### src/bwt_defines.svh
// Register indices, field positions and reset values of the baud interval and watch timer.
`ifndef BWT_DEFINES_SVH
`define BWT_DEFINES_SVH

// Register indices; the byte address is four times the index.
`define BWT_IDX_COMPARE    32'hfffff8b1
`define BWT_IDX_PRESCALE   32'hfffff8b0
`define BWT_IDX_WATCH_MODE 32'hfffff8b2
`define BWT_IDX_STATUS     32'hfffff8b3

// Reset values of the writable registers.
`define BWT_COMPARE_RESET  8'h00
`define BWT_PRESCALE_RESET 8'h00
`define BWT_WMODE_RESET    8'h00

// Prescale control fields.
`define BWT_CTL_SEL_LO     0
`define BWT_CTL_SEL_HI     1
`define BWT_CTL_GATE       4
`define BWT_CTL_EN         7
`define BWT_CTL_MASK       8'h93

// Watch mode control fields.
`define BWT_WM_ENABLE      0
`define BWT_WM_RUN         1
`define BWT_WM_PERIOD_LO   2
`define BWT_WM_PERIOD_HI   3
`define BWT_WM_ISEL_LO     4
`define BWT_WM_ISEL_HI     6
`define BWT_WM_SOURCE      7

// Counter reload value and the first interval tap exponent.
`define BWT_CNT_RELOAD     8'h01
`define BWT_TAP_BASE       4'h4
// Bits of the watch prescaler that make the divide-by-512 tap.
`define BWT_DIV512_MSB     8

`endif

### src/bwt_pkg.sv
// Types shared by the baud interval and watch timer modules.
package bwt_pkg;

   // One-hot states of the main-clock interval timer.
   typedef enum logic [2:0] {
      BWT_ITV_IDLE = 3'b001,
      BWT_ITV_RUN  = 3'b010,
      BWT_ITV_HELD = 3'b100
   } bwt_itv_state_type;

   // Whole state of the timer top module.
   typedef struct packed {
      logic [7:0]        cmp;
      logic [7:0]        ctl;
      logic [7:0]        wmode;
      bwt_itv_state_type state;
      logic [7:0]        cnt;
      logic              brg_clk;
      logic [10:0]       wpre;
      logic [4:0]        wcnt;
      logic              irq_m;
      logic              irq_w;
      logic              irq_wi;
      logic [31:0]       prdata;
      logic              pslverr;
   } bwt_state_type;

   // Whole state of the count-clock prescaler.
   typedef struct packed {
      logic [2:0] div;
   } bwt_pre_state_type;

   // Reset image of the top module state.
   localparam bwt_state_type BWT_STATE_RESET = '{
      cmp:     8'h00,
      ctl:     8'h00,
      wmode:   8'h00,
      state:   BWT_ITV_IDLE,
      cnt:     8'h01,
      brg_clk: 1'b0,
      wpre:    11'h000,
      wcnt:    5'h00,
      irq_m:   1'b0,
      irq_w:   1'b0,
      irq_wi:  1'b0,
      prdata:  32'h00000000,
      pslverr: 1'b0
   };

endpackage : bwt_pkg

### src/bwt_count_prescale.sv
// Divider that makes the prescaled count clock tick from the main clock.
`timescale 1ns/10ps
module bwt_count_prescale (
   input  wire logic       mclk,    // Main clock.
   input  wire logic       resetn,  // Asynchronous reset, active low.
   input  wire logic       run,     // Divider counts while high, cleared while low.
   input  wire logic [1:0] sel,     // Divide by two to the power sel.
   output logic            tick     // One-cycle count clock enable.
);
   import bwt_pkg::*;

   bwt_pre_state_type st;       // Registered state.
   bwt_pre_state_type next_st;  // Next state.
   logic [2:0]        mask;     // Low bits that must all be one for a tick.

   // The tick is combinational so the counter sees it in the same cycle.
   always_comb begin
      mask = 3'((4'h1 << sel) - 4'h1);
      tick = run && ((st.div & mask) == mask);
      next_st = st;
      if (!run) begin
         next_st.div = 3'h0;
      end else begin
         next_st.div = st.div + 3'h1;
      end
   end

   // Register the divider.
   always_ff @(posedge mclk or negedge resetn) begin
      if (!resetn) begin
         st <= '0;
      end else begin
         st <= next_st;
      end
   end

endmodule : bwt_count_prescale

### src/bwt_timer.sv
// Main-clock interval timer and watch timer with an APB register slave.
//
// Notes on behaviour
// - Eight-bit compare register, reset zero, byte wide.
// - Interval timer starts when enable bit set.
// - Match raises interrupt, reloads counter to one.
// - Period is two-power-m times N main clocks.
// - Compare zero means 256 counts.
// - Compare one interrupts only once.
// - Derived clock supplied when enabled and ungated.
// - Watch and interval interrupts run together.
// - Eleven-bit prescaler divides the watch clock.
// - Five-bit counter makes the watch interrupt.
// - Top mode bit selects watch clock source.
// - Bits 6..4 pick interval tap period.
// - Bits 3..2 pick watch interrupt period.
// - Mode bit 1 runs or clears counter.
// - Mode bit 0 enables, clearing stops everything.
// - Watch mode register eight bits, reset zero.
// - Counter advances on prescaled count clock.
// - Disable stops and clears interval counter.
// - Count starts only with both bits set.
`timescale 1ns/10ps
`include "bwt_defines.svh"
module bwt_timer #(
   parameter int PADDR_W = 12  // APB address width, at least twelve bits.
) (
   input  wire logic               mclk,                // Main clock, 100 MHz.
   input  wire logic               resetn,              // Asynchronous reset, active low.
   input  wire logic               psel,                // APB select.
   input  wire logic               penable,             // APB access phase.
   input  wire logic               pwrite,              // APB direction, high for write.
   input  wire logic [PADDR_W-1:0] paddr,               // APB byte address.
   input  wire logic [31:0]        pwdata,              // APB write data.
   input  wire logic [3:0]         pstrb,               // APB write byte strobes.
   input  wire logic               subclock_tick,       // One pulse per subclock period.
   output logic [31:0]             prdata,              // APB read data.
   output logic                    pready,              // APB ready.
   output logic                    pslverr,             // APB error.
   output logic                    interval_match_irq,  // Interval match pulse.
   output logic                    watch_irq,           // Watch period pulse.
   output logic                    watch_interval_irq,  // Watch interval pulse.
   output logic                    derived_main_clock   // Derived watch clock level.
);
   import bwt_pkg::*;

   bwt_state_type st;       // Registered state of the whole block.
   bwt_state_type next_st;  // Next state.

   logic       itv_tick;    // Prescaled count clock enable.
   logic       itv_run;     // Interval timer is out of idle and enabled.
   logic       ctl_en;      // Interval enable bit.
   logic       supply;      // Derived clock goes to the watch timer.
   logic       match;       // Counter meets compare on a count tick.
   logic       brg_rise;    // Rising edge of the derived clock.
   logic       wtick;       // One watch clock period has passed.
   logic       tap_hit;     // Watch interval tap reached.
   logic       div512;      // Watch clock divided by 512.
   logic       cnt_tick;    // Count clock of the five-bit counter.
   logic       wr_any;      // APB write in its access phase.
   logic       rd_setup;    // APB setup phase, read data prepared here.
   logic [3:0] tap_sh;      // Exponent of the interval tap.
   logic [10:0] tap_mask;   // Prescaler bits that must all be one.

   // Decide whether a byte address falls on the word of a register index.
   function automatic logic bwt_hit(input logic [PADDR_W-1:0] addr,
                                    input logic [31:0]        idx);
      bwt_hit = (addr[PADDR_W-1:2] == idx[PADDR_W-3:0]);
   endfunction : bwt_hit

   // Low bits of the watch prescaler for a tap of two to the power sh.
   function automatic logic [10:0] bwt_tap_mask(input logic [3:0] sh);
      logic [11:0] one;
      one = 12'h001 << sh;
      bwt_tap_mask = 11'(one - 12'h001);
   endfunction : bwt_tap_mask

   bwt_count_prescale u_prescale (
      .mclk   (mclk),
      .resetn (resetn),
      .run    (itv_run),
      .sel    ({st.ctl[`BWT_CTL_SEL_HI], st.ctl[`BWT_CTL_SEL_LO]}),
      .tick   (itv_tick)
   );

   // Every access completes without wait states.
   assign pready             = 1'b1;
   assign prdata             = st.prdata;
   assign pslverr            = st.pslverr;
   assign interval_match_irq = st.irq_m;
   assign watch_irq          = st.irq_w;
   assign watch_interval_irq = st.irq_wi;
   assign derived_main_clock = st.brg_clk;

   // All next-state logic of the block except the count-clock divider in u_prescale, in one place.
   always_comb begin
      next_st  = st;
      ctl_en   = st.ctl[`BWT_CTL_EN];
      itv_run  = ctl_en && (st.state != BWT_ITV_IDLE);
      wr_any   = psel && penable && pwrite && pstrb[0];
      rd_setup = psel && !penable;
      // Interrupt outputs are pulses, so they fall unless an event holds them.
      // single-cycle pulses
      next_st.irq_m  = 1'b0;
      next_st.irq_w  = 1'b0;
      next_st.irq_wi = 1'b0;

      // Register writes land at the access phase only.
      // compare register write
      if (wr_any && bwt_hit(paddr, `BWT_IDX_COMPARE)) begin
         next_st.cmp = pwdata[7:0];
      end
      // Reserved control bits are dropped so they read as zero.
      if (wr_any && bwt_hit(paddr, `BWT_IDX_PRESCALE)) begin
         next_st.ctl = pwdata[7:0] & `BWT_CTL_MASK;
      end
      if (wr_any && bwt_hit(paddr, `BWT_IDX_WATCH_MODE)) begin
         next_st.wmode = pwdata[7:0];
      end

      // A match compares the current count; 255 rolls to 0 so compare zero
      // stands for 256 counts without a ninth counter bit.
      // zero means 256
      match = itv_tick && (st.cnt == st.cmp);

      // Interval timer sequence.
      case (st.state)
         BWT_ITV_IDLE: begin
            next_st.cnt = `BWT_CNT_RELOAD;
            if (ctl_en) begin
               next_st.state = BWT_ITV_RUN;
            end
         end
         BWT_ITV_RUN, BWT_ITV_HELD: begin
            if (!ctl_en) begin
               next_st.state = BWT_ITV_IDLE;
               next_st.cnt   = `BWT_CNT_RELOAD;
            end else if (match) begin
               next_st.cnt = `BWT_CNT_RELOAD;
               if (st.state == BWT_ITV_RUN) begin
                  next_st.irq_m = 1'b1;
               end
               if ((st.state == BWT_ITV_RUN) && (st.cmp == 8'h01)) begin
                  next_st.state = BWT_ITV_HELD;
               end
            end else if (itv_tick) begin
               next_st.cnt = st.cnt + 8'h01;
            end
         end
         default: begin
            next_st.state = BWT_ITV_IDLE;
            next_st.cnt   = `BWT_CNT_RELOAD;
         end
      endcase

      // The derived clock toggles on every match, so one period spans two
      // interval periods; compare one keeps toggling though its irq stops.
      // derived clock supply
      supply   = ctl_en && !st.ctl[`BWT_CTL_GATE] && (st.state != BWT_ITV_IDLE);
      brg_rise = supply && match && !st.brg_clk;
      if (!supply) begin
         next_st.brg_clk = 1'b0;
      end else if (match) begin
         next_st.brg_clk = !st.brg_clk;
      end

      wtick = st.wmode[`BWT_WM_SOURCE] ? brg_rise : subclock_tick;

      // The prescaler runs with the enable bit alone, so the interval
      // interrupt works while the five-bit counter is held in clear.
      // eleven-bit prescaler
      if (!st.wmode[`BWT_WM_ENABLE]) begin
         next_st.wpre = 11'h000;
      end else if (wtick) begin
         next_st.wpre = st.wpre + 11'h001;
      end

      tap_sh   = `BWT_TAP_BASE + {1'b0, st.wmode[`BWT_WM_ISEL_HI:`BWT_WM_ISEL_LO]};
      tap_mask = bwt_tap_mask(tap_sh);
      tap_hit  = wtick && st.wmode[`BWT_WM_ENABLE] && (&(st.wpre | ~tap_mask));
      if (tap_hit) begin
         next_st.irq_wi = 1'b1;
      end

      div512   = wtick && (&st.wpre[`BWT_DIV512_MSB:0]);
      cnt_tick = st.wmode[`BWT_WM_PERIOD_HI] ? wtick : div512;

      if (!st.wmode[`BWT_WM_ENABLE] || !st.wmode[`BWT_WM_RUN]) begin
         next_st.wcnt = 5'h00;
      end else if (cnt_tick) begin
         next_st.wcnt = st.wcnt + 5'h01;
         if (st.wmode[`BWT_WM_PERIOD_LO]) begin
            next_st.irq_w = (st.wcnt[3:0] == 4'hf);
         end else begin
            next_st.irq_w = (st.wcnt == 5'h1f);
         end
      end

      // Read data and error answer are prepared in the setup phase so
      // that they come from flip-flops during the access phase.
      if (rd_setup) begin
         next_st.prdata  = 32'h00000000;
         next_st.pslverr = 1'b0;
         if (bwt_hit(paddr, `BWT_IDX_COMPARE)) begin
            next_st.prdata = {24'h000000, st.cmp};
         end else if (bwt_hit(paddr, `BWT_IDX_PRESCALE)) begin
            next_st.prdata = {24'h000000, st.ctl};
         end else if (bwt_hit(paddr, `BWT_IDX_WATCH_MODE)) begin
            next_st.prdata = {24'h000000, st.wmode};
         end else if (bwt_hit(paddr, `BWT_IDX_STATUS) && !pwrite) begin
            // Live counters for software that wants to see progress.
            next_st.prdata = {8'h00, st.wpre, st.wcnt, st.cnt};
         end else begin
            // Unmapped word, or a write to the read-only status word.
            next_st.pslverr = 1'b1;
         end
      end
   end

   // Register the whole state.
   always_ff @(posedge mclk or negedge resetn) begin
      if (!resetn) begin
         st <= BWT_STATE_RESET;
      end else begin
         st <= next_st;
      end
   end
endmodule : bwt_timer

### config.mk
export PLATFORM = sky130hd
export DESIGN_NAME = bwt_timer
export DESIGN_NICKNAME = d
export VERILOG_FILES = /design/src/bwt_pkg.sv /design/src/bwt_count_prescale.sv /design/src/bwt_timer.sv
export VERILOG_INCLUDE_DIRS = /design/src
export SDC_FILE = /design/constraint.sdc
export NUM_CORES = 1
export LEC_CHECK = 0
export BUFFER_PORTS_ARGS = -buffer_cell sky130_fd_sc_hd__buf_2
export CORE_ASPECT_RATIO = 1.75
export CORE_MARGIN = 8
export CORE_UTILIZATION = 30
export CTS_BUF_LIST = sky130_fd_sc_hd__clkbuf_4 sky130_fd_sc_hd__clkbuf_8
export DETAILED_ROUTE_END_ITERATION = 12
export HOLD_SLACK_MARGIN = 0.1
export PLACE_DENSITY = 0.5
export RECOVER_POWER = 50
export SLEW_MARGIN = 30
export SYNTH_ARGS = -nofsm -noshare
export SYNTH_HDL_FRONTEND = slang
export SYNTH_SLANG_ARGS = --single-unit
### constraint.sdc
create_clock -name mclk -period 2.2 [get_ports mclk]
set_input_delay 0.44 -clock mclk [delete_from_list [all_inputs] [get_ports mclk]]
set_output_delay 0.44 -clock mclk [all_outputs]
set_load 0.01 [all_outputs]
==> results.md, run 1 <==
Outcome:
- The run finished, with violations left.
- The checks that failed: setup timing.

Floorplanning:
- The width of the chip is a little over 100 µm.
- The placeable core region is 13300 µm².
- The top-level I/O count is 92.
- In this run the vertical extent of the chip is roughly 170 µm.
- The floorplan die area is 17600 µm².
- After floorplanning, the core was divided into 56 placement rows.
- The effective utilization at floorplan is 30.4%.

Synth:
- The synthesized design spends more area on one cell type than any other, namely sky130_fd_sc_hd__dfrtp_1.
- Yosys printed 0 warnings.
- Of the total synthesized cell area, the portion taken by XOR and XNOR cells is under 10%.
- In this run, synthesis produced a sequential element count of 79.
- The mean instance size in the synthesized netlist is 9.93 µm².
- Multiplexer cells account for 5.97% of the synthesized area.
- In this run the cell area of the synthesized design comes to 4040 µm².
- Of all flip-flops after synthesis, the portion carrying an async set or reset was 100%.
- The number of enable-type register cells in the synthesized netlist is 0.
- The synthesized-area fraction occupied by ao, oa, aoi and oai cells is 12.5%.
- Of the synthesized area, sequential elements account for between 40% and 50%.
- Synthesis handed over a netlist of 407 instances.
- By area, the combinational part of the netlist is dominated by simple AND/OR/NAND/NOR gates.
- The netlist uses 50 different library cells.
- The synthesized netlist devotes 1.86% of its cell area to adder and majority cells.
- Sorting the synthesized cells by area gives the leading types as sky130_fd_sc_hd__dfrtp_1, sky130_fd_sc_hd__buf_4, sky130_fd_sc_hd__nand2_1, sky130_fd_sc_hd__o21ai_0, sky130_fd_sc_hd__mux2_2.
- The post-synthesis simple-gate area fraction is about 18%.
- Of the post-synthesis cell area, the dominant cell type holds between 40% and 50%.
- The prevailing post-synth register cell is sky130_fd_sc_hd__dfrtp_1.

Route:
- The first-iteration detailed-routing DRC count is around 160.
- The overall via count from detail_route is approximately 3200.
- In the routed design, unresolved DRC markers number 0.
- The first TritonRoute pass finished after 4 iterations.
- The final wirelength is 10700 µm.
- The detailed-route vias per instance is 4.84.
- The antenna violation net count after detailed routing is 0.
- In the final routed layout, each cell accounts on average for 16.2 µm.

GRT:
- The number of antenna violations at the first check in global routing is 0.
- The number of global-route vias before repair is around 3400.
- The overall global routing resource usage is 12.3%.
- The first global-routing pass estimated 17200 µm of wire.
- The met3 track demand over resource in global routing is ~3.2%.
- The busiest layer in global routing is met2.
- After global routing the overflow that remains totals 0.
- In the global route stage, met2 resource usage came out at 22.2%.
- The maximum number of pins on one net before global-route repair is 51.
- In the global route stage, met1 resource usage came out at 13.0%.

Power and ir drop:
- The worst-case IR drop observed on VDD is 0.257 mV.
- The total power draw is 3340 µW.
- In this run the power spent charging and discharging nets is 963 µW.
- The sequential share of power is 48.6%.
- The portion of total power attributed to combinational logic is 18.4%.
- For this design the static power due to leakage is 0.00224 µW.
- In this run switching power makes up 28.8% of total power.
- The power per unit of standard cell area is 682 nW/µm².
- The internal portion of the total power is 2380 µW.
- The clock share of power is 33.0%.

Critical path:
- The worst setup path is launched from a flip-flop.
- At the worst endpoint, the arrival time is ~2.5 ns.
- The endpoint type of the worst setup path is a flip-flop.
- Of all nets on the critical path, the largest fanout is 7.
- The kind of critical path is reg2reg.
- At the worst endpoint, the required time is 2.49 ns.

Clock tree:
- Buffers inserted during clock tree synthesis total 9.
- TritonCTS built the clock tree.
- The number of H-tree levels is 3.
- The clock passes through at most 2 buffers.
- The clock reaches the later pin of the worst-skew pair after 0.36 ns.
- Clock-pin slew was measured on the worst setup and hold paths at around 0.10 ns.
- The master cell of the clock root buffer is sky130_fd_sc_hd__clkbuf_8.
- CTS saw 79 sinks.

Cells and area:
- Of the cells placed in the final design, the portion with a size suffix greater than 1 is between 20% and 30%.
- The layout overhead on the synthesized area is 21.2%.
- The final design area excluding fillers is 4900 µm².
- The net total in the final layout is about 540.
- Registers take 1980 µm².
- The antenna diode count is 0.
- The number of fillers in the final layout is about 1400.
- The total area of multi-input combinational cells is approximately 1800 µm².

Timing:
- The share of the cycle needed by the critical path after routing is 100%.
- In this run the tightest slew margin relative to its limit is 37.0%.
- The slew at the pin closest to its max-slew limit is 0.946 ns.
- Once routing completed, OpenROAD measured the worst setup slack at -0.000242 ns.
- The worst hold margin is around 0.33 ns.
- The number of hold violations in the final report was 0.
- Based on the critical path, the design can be clocked at up to 454 MHz.
- The final setup skew is 0.0175 ns.
- The smallest clock period supported by the final layout is computed as 2.20 ns.
- Adding up every negative setup slack in the final design gives -0.000242 ns.
- The number of endpoints failing setup at the final stage is 1.
- Setup repair after global routing could not meet its margin everywhere.
- The max-slew violation count was 0.

Placed design:
- The wire-length estimate of the detail-placed layout is 8090 µm.
- The placed instances occupy a cell area of between 4000 and 5000 µm².
- The count of input and output buffers is 53.
- The pre-CTS setup slack is -0.0678 ns.
- The final weighted congestion in routability-driven placement is roughly 0.86.

Hold path:
- The worst hold path belongs to the class in2reg.

Job:
- Across the run, the number of max-cap violations was 0.
-- power groups by stage --
stage | registers, µW | logic, µW | clock network, µW
floorplan | 1660 | 220 | 0
global placement | 1620 | 521 | 0
detailed placement | 1620 | 537 | 0
CTS | 1590 | 541 | 1130
global route | 1640 | 696 | 1200
finish | 1620 | 615 | 1100
-- Yosys cell counts (2+ instances only) --
| master | n |
|---|---|
| sky130_fd_sc_hd__a21oi_1 | 17 |
| sky130_fd_sc_hd__a21boi_0 | 2 |
| sky130_fd_sc_hd__nor4_1 | 3 |
| sky130_fd_sc_hd__clkbuf_1 | 6 |
| sky130_fd_sc_hd__o31ai_1 | 6 |
| sky130_fd_sc_hd__mux2i_1 | 5 |
| sky130_fd_sc_hd__nor3_1 | 6 |
| sky130_fd_sc_hd__dfstp_2 | 2 |
| sky130_fd_sc_hd__xor2_1 | 9 |
| sky130_fd_sc_hd__conb_1 | 2 |
| sky130_fd_sc_hd__ha_1 | 6 |
| sky130_fd_sc_hd__dfrtp_1 | 77 |
| sky130_fd_sc_hd__a222oi_1 | 4 |
| sky130_fd_sc_hd__buf_4 | 34 |
| sky130_fd_sc_hd__nand2_1 | 63 |
| sky130_fd_sc_hd__or4_1 | 5 |
| sky130_fd_sc_hd__nand4_1 | 6 |
| sky130_fd_sc_hd__a31oi_1 | 2 |
| sky130_fd_sc_hd__nor2_1 | 17 |
| sky130_fd_sc_hd__nand3b_1 | 2 |
| sky130_fd_sc_hd__o21ai_0 | 42 |
| sky130_fd_sc_hd__a2bb2oi_1 | 4 |
| sky130_fd_sc_hd__nand3_1 | 8 |
| sky130_fd_sc_hd__mux2_2 | 17 |
| sky130_fd_sc_hd__inv_1 | 11 |
| sky130_fd_sc_hd__or3_1 | 5 |
| sky130_fd_sc_hd__and2_1 | 2 |
| sky130_fd_sc_hd__xnor2_1 | 10 |
| sky130_fd_sc_hd__and4_1 | 2 |
| sky130_fd_sc_hd__nand2b_1 | 3 |
| sky130_fd_sc_hd__and3_1 | 6 |
| sky130_fd_sc_hd__buf_2 | 5 |
-- flip-flops by register name (all words and copies together) (netlist names) --
register            count
watch_irq               1
watch_interval_irq      1
derived_main_clock      1
u_prescale.st           3
interval_match_irq      1
pslverr                 1
st                     46
prdata                 24
ctl_en                  1
-- stage by stage --
step | utilization (%) | instances
6_report | 36.8 | 658
2_1_floorplan | - | 414
3_5_place_dp | 34.4 | 635
4_1_cts | 36.2 | 653
3_3_place_gp | 34.4 | 635
5_1_grt | 36.8 | 658
-- kinds of logic (layout without fill, tap and decap cells) --
family | count (synthesis) | after routing
AO/OA/AOI/OAI | 84 | 84
XOR/XNOR | 19 | 19
adder cells (fa/ha/maj) | 6 | 6
buffers and inverters | 56 | 126
flip-flops | 79 | 79
multiplexers | 22 | 22
other | 2 | 9
AND/OR/NAND/NOR | 139 | 139
-- metal layers --
metal / vias up / part of all wire [%]
met5: - / 0
met4: 0 / 2.3
met3: 15 / 4.9
met2: 88 / 52
met1: 1555 / 40
li1: 1529 / -
-- repair_timing --
item / CTS / global route
setup buffers: 1 / 5
gates resized for setup: 1 / 15
hold endpoints to repair: 29 / 0
gates cloned: 0 / 0
setup endpoints to repair: 5 / 5
hold buffers: 1 / 0
pin swaps: 1 / 8
-- final cells by class --
type,count,area share [%]
flip-flops and latches,79,40.4
multi-input cells,279,37.4
repair buffers,99,12.8
well taps,174,4.44
clock buffers,10,2.68
clock inverters,6,1.46
inverters,11,0.842
-- placed cells by master (no fill, tap or decap), types with 4 or more instances in the layout --
cell	count
sky130_fd_sc_hd__or3_1	4
sky130_fd_sc_hd__nor3_1	6
sky130_fd_sc_hd__xnor2_1	10
sky130_fd_sc_hd__a2bb2oi_1	4
sky130_fd_sc_hd__mux2i_1	5
sky130_fd_sc_hd__inv_1	11
sky130_fd_sc_hd__ha_1	4
sky130_fd_sc_hd__buf_2	43
sky130_fd_sc_hd__o31ai_1	6
sky130_fd_sc_hd__dfrtp_1	77
sky130_fd_sc_hd__nand4_1	6
sky130_fd_sc_hd__nand2_1	61
sky130_fd_sc_hd__clkbuf_8	9
sky130_fd_sc_hd__a21oi_1	15
sky130_fd_sc_hd__and3_1	5
sky130_fd_sc_hd__conb_1	9
sky130_fd_sc_hd__clkbuf_1	11
sky130_fd_sc_hd__buf_4	39
sky130_fd_sc_hd__nand3_1	7
sky130_fd_sc_hd__mux2_2	17
sky130_fd_sc_hd__a222oi_1	4
sky130_fd_sc_hd__or4_1	5
sky130_fd_sc_hd__nor2_1	16
sky130_fd_sc_hd__xor2_1	9
sky130_fd_sc_hd__o21ai_0	42
-- worst max-delay path: stages (launching register included) --
cell and delay [ns]:
sky130_fd_sc_hd__dfrtp_1 0.41, sky130_fd_sc_hd__ha_4 0.17, sky130_fd_sc_hd__nand3_4 0.09, sky130_fd_sc_hd__nor2_4 0.13
sky130_fd_sc_hd__ha_4 0.13, sky130_fd_sc_hd__or2_4 0.13, sky130_fd_sc_hd__nand2_2 0.05, sky130_fd_sc_hd__nor4_2 0.29
sky130_fd_sc_hd__a22oi_2 0.11, sky130_fd_sc_hd__buf_12 0.15, sky130_fd_sc_hd__or3_4 0.33, sky130_fd_sc_hd__a21oi_2 0.12
-- path summary, 6_finish.rpt --
| check | from | to | slack [ns] | cells past startpoint |
|---|---|---|---|---|
| min in group asynchronous | resetn | prdata[2]$_DFFE_PN0P_ | 0.75 | 2 |
| max in group asynchronous | resetn | st[38]$_DFFE_PN0P_ | 0.45 | 3 |
| setup reg to reg | st[42]$_DFFE_PN0P_ | st[39]$_DFFE_PN0P_ | -0.0002 | 11 |
| hold / removal | pwdata[2] | st[66]$_DFFE_PN0P_ | 0.33 | 2 |
| setup / recovery | st[42]$_DFFE_PN0P_ | st[39]$_DFFE_PN0P_ | -0.0002 | 11 |
| hold reg to reg | u_prescale.st[0]$_DFF_PN0_ | u_prescale.st[0]$_DFF_PN0_ | 0.48 | 1 |
Note: power is estimated with default switching activity, not from simulation.
==> run 2: changes to the inputs <==
==> constraint.sdc (replaced) <==
create_clock -name mclk -period 2.2 [get_ports mclk]
set_input_delay 0.44 -clock mclk [delete_from_list [all_inputs] [get_ports mclk]]
set_output_delay 0.44 -clock mclk [all_outputs]
set_load 0.1 [all_outputs]
==> results.md, run 2 (synthesized netlist as in run 1, its figures left out) <==
Clock tree:
- Counting the buffers created by CTS gives 9.
- TritonCTS built the clock tree.
- At the later pin of the worst-skew pair, clock insertion delay measures 0.36 ns.
- The number of H-tree levels is 3.
- Counting along the longest clock path gives a buffer depth of 2.
- Counting every sink on the clock net gives 79.
- Clock tree synthesis selected as its root buffer the cell sky130_fd_sc_hd__clkbuf_8.
- After clock tree synthesis, the clock-pin slew on the worst setup and hold paths is 0.09 ns.

Cells and area:
- The number of fillers in the final layout is 1364.
- Registers take 1980 µm².
- The register with the most flip-flops in the layout has 46 of them.
- The net count of the finished layout is 539.
- 0 antenna diodes ended up in the layout.
- The register with the highest flop count is st.
- The library cells used most frequently in the layout, excluding fill and tap cells, are sky130_fd_sc_hd__dfrtp_1, sky130_fd_sc_hd__nand2_1, sky130_fd_sc_hd__buf_2.
- The layout overhead on the synthesized area is 21.4%.
- The total area of multi-input combinational cells is 1830 µm².
- The post-route netlist has 31.2% of its cells at a drive strength greater than 1.
- The leading cell type in the layout, fill and taps excluded is sky130_fd_sc_hd__dfrtp_1.

Timing:
- The number of endpoints failing setup at the final stage is 0.
- The share of the cycle needed by the critical path after routing is ~100%.
- The max-slew violation count came to 0.
- The worst path setup slack after routing is 0.00157 ns.
- Between clock sinks in the finished design, the worst skew comes to 0.0166 ns.
- The max-slew headroom at the worst pin is 37.5%.
- The top achievable clock speed is 455 MHz.
- At the pin with the least slew margin, the transition time is 0.938 ns.
- Counting I/O delays and the setup requirement, the final critical path takes about 2.2 ns.
- Setup repair after global routing could not meet its margin everywhere.
- The number of hold violations in the final report came to 0.
- On the final layout, the worst hold slack is 0.326 ns.

Power and ir drop:
- For this design the static power due to leakage is 0.00227 µW.
- The internal power component is 2380 µW.
- The power per unit of standard cell area is about 700 nW/µm².
- The sequential share of power is 47.5%.
- Of the total power, the share spent switching nets is about 30%.
- The worst-case IR drop observed on VDD is 0.259 mV.
- The portion of total power attributed to combinational logic is 20.3%.
- The clock share of power is roughly 32%.
- The analysis attributes to net switching a power of 1040 µW.

Placed design:
- The placed wire-length estimate is 8090 µm.
- In this run the tool buffered the top-level ports with 53 buffer cells.
- The final weighted congestion in routability-driven placement is 0.860.
- The pre-CTS setup slack is -0.0678 ns.

Hold path:
- The worst hold path passes through 2 cells.
- The tightest min-delay check is of the in2reg type.

Outcome:
- The flow ran to the end, and the final reports show no timing, DRC or antenna violations.

Route:
- The routed wire length on met3 is 595 µm.
- The average wire per standard cell is between 15 and 20 µm.
- The first TritonRoute pass finished after 5 iterations.
- The sum of met2 wire segment lengths after detailed routing is 5540 µm.
- The final wirelength is 10600 µm.
- The uppermost signal routing layer after detailed routing is met4.
- Summing over every cut layer, the via total after detailed routing is 3195.
- The antenna violation net count after detailed routing is 0.
- The count of unresolved DRC violations after routing is 0.
- The first-iteration detailed-routing DRC count is around 180.
- In the routed layout, each cell is associated on average with a via count of just under 5.
- After detailed routing, the wire length on met1 is 4230 µm.

Floorplanning:
- In this run the core area contains 56 standard-cell rows.
- The top-level I/O count is 92.
- The width of the chip is 104 µm.
- The floorplan step defined a core boundary enclosing 13300 µm².
- For this configuration, the core starts out at a cell density of 30.4%.
- The vertical die dimension is about 170 µm.
- The floorplan die area is 17600 µm².

Critical path:
- The combined buffer and inverter count along the critical path is 1.
- The data arrival time of the worst path is 2.49 ns.
- Of all nets on the critical path, the largest fanout is 7.
- The worst setup path is of the reg2reg kind.
- The number of cells traversed by the worst register-to-register path is 11.
- The endpoint type of the worst setup path is a flip-flop.
- The cell with the most instances on the worst path is sky130_fd_sc_hd__ha_4.
- The longest individual stage delay on the worst path is 0.41 ns.
- The startpoint type of the worst setup path is a flip-flop.
- The data required time at the worst endpoint is about 2.5 ns.
- Walking the worst path, the cells encountered are ha_4 > nand3_4 > nor2_4 > ha_4 > or2_4 > nand2_2 > nor4_2 > a22oi_2 > buf_12 > or3_4 > a21oi_2.
- Among all stages on the critical path, the largest delay is contributed by sky130_fd_sc_hd__dfrtp_1.
- Among cell families on the critical path, the largest total delay comes from simple AND/OR/NAND/NOR gates.
- The critical path runs through a total of 11 cells.

GRT:
- The total congestion overflow is 0.
- The first-pass GRT wire length is 17200 µm.
- The maximum number of pins on one net before global-route repair is 51.
- The number of antenna violations at the first check in global routing is 0.
- The overall global routing resource usage is 12.3%.
- The number of global-route vias before repair is roughly 3400.

Job:
- The number of max-cap violations is 0.
run 2: cell count changes in the layout (fill, tap and decap cells not counted), sizes merged:
cell | before | now
clkbuf | 23 | 22
buf | 85 | 86
run 2: final timing paths:
check | from | endpoint | slack, ns
worst min-delay path | pwdata[2] | st[66]$_DFFE_PN0P_ | 0.33
min in group asynchronous | resetn | prdata[2]$_DFFE_PN0P_ | 0.75
worst max register to register | st[42]$_DFFE_PN0P_ | st[39]$_DFFE_PN0P_ | 0.002
max in group asynchronous | resetn | st[38]$_DFFE_PN0P_ | 0.45
worst max-delay path | st[42]$_DFFE_PN0P_ | st[39]$_DFFE_PN0P_ | 0.002
worst min register to register | u_prescale.st[0]$_DFF_PN0_ | u_prescale.st[0]$_DFF_PN0_ | 0.48
run 2: layout make-up:
class,count,share of cell area [%]
Sequential cell,79,40.3
Multi-Input combinational cell,279,37.2
Timing Repair Buffer,99,13.0
Tap cell,174,4.43
Clock buffer,10,2.68
Clock inverter,6,1.45
Inverter,11,0.841
run 2: stage by stage:
step	power (µW)	area, µm²	setup TNS, ns	cells	utilization (%)
5_1_grt	3620	4910	-0.190	658	36.9
6_report	3420	4910	0	658	36.9
3_3_place_gp	2220	4580	-0.153	635	34.4
3_5_place_dp	2240	4580	-0.383	635	34.4
2_1_floorplan	1960	4070	0	414	-
4_1_cts	3350	4820	0	653	36.2
run 2: layer usage:
| layer | track usage [%] | vias to the layer above |
|---|---|---|
| li1 | - | 1528 |
| met1 | 13.0 | 1562 |
| met2 | 22.2 | 87 |
| met3 | 3.23 | 18 |
| met4 | 5.76 | 0 |
| met5 | 0 | - |
run 2: power by group through the flow:
| stage | logic, µW | clock network (µW) | registers [µW] |
|---|---|---|---|
| 3_5_place_dp | 614 | 0 | 1620 |
| 2_1_floorplan | 282 | 0 | 1680 |
| 6_report | 693 | 1100 | 1620 |
| 4_1_cts | 618 | 1130 | 1590 |
| 5_1_grt | 774 | 1200 | 1640 |
| 3_3_place_gp | 599 | 0 | 1620 |
run 2: what timing repair did:
item | in CTS | in global routing
buffers inserted | 1 | 5
gates resized for setup | 1 | 15
hold endpoints to repair | 29 | 0
pin swaps | 1 | 8
hold buffers | 1 | 0
endpoints found under the setup margin | 5 | 5
run 2: worst reg2reg max path: cells and delay by family, from the launching register on:
family | cells | cell delay [ns]
AND/OR/NAND/NOR | 6 | 1.02
flip-flops | 1 | 0.41
adder cells (fa/ha/maj) | 2 | 0.30
AO/OA/AOI/OAI | 2 | 0.23
buffers and inverters | 1 | 0.16
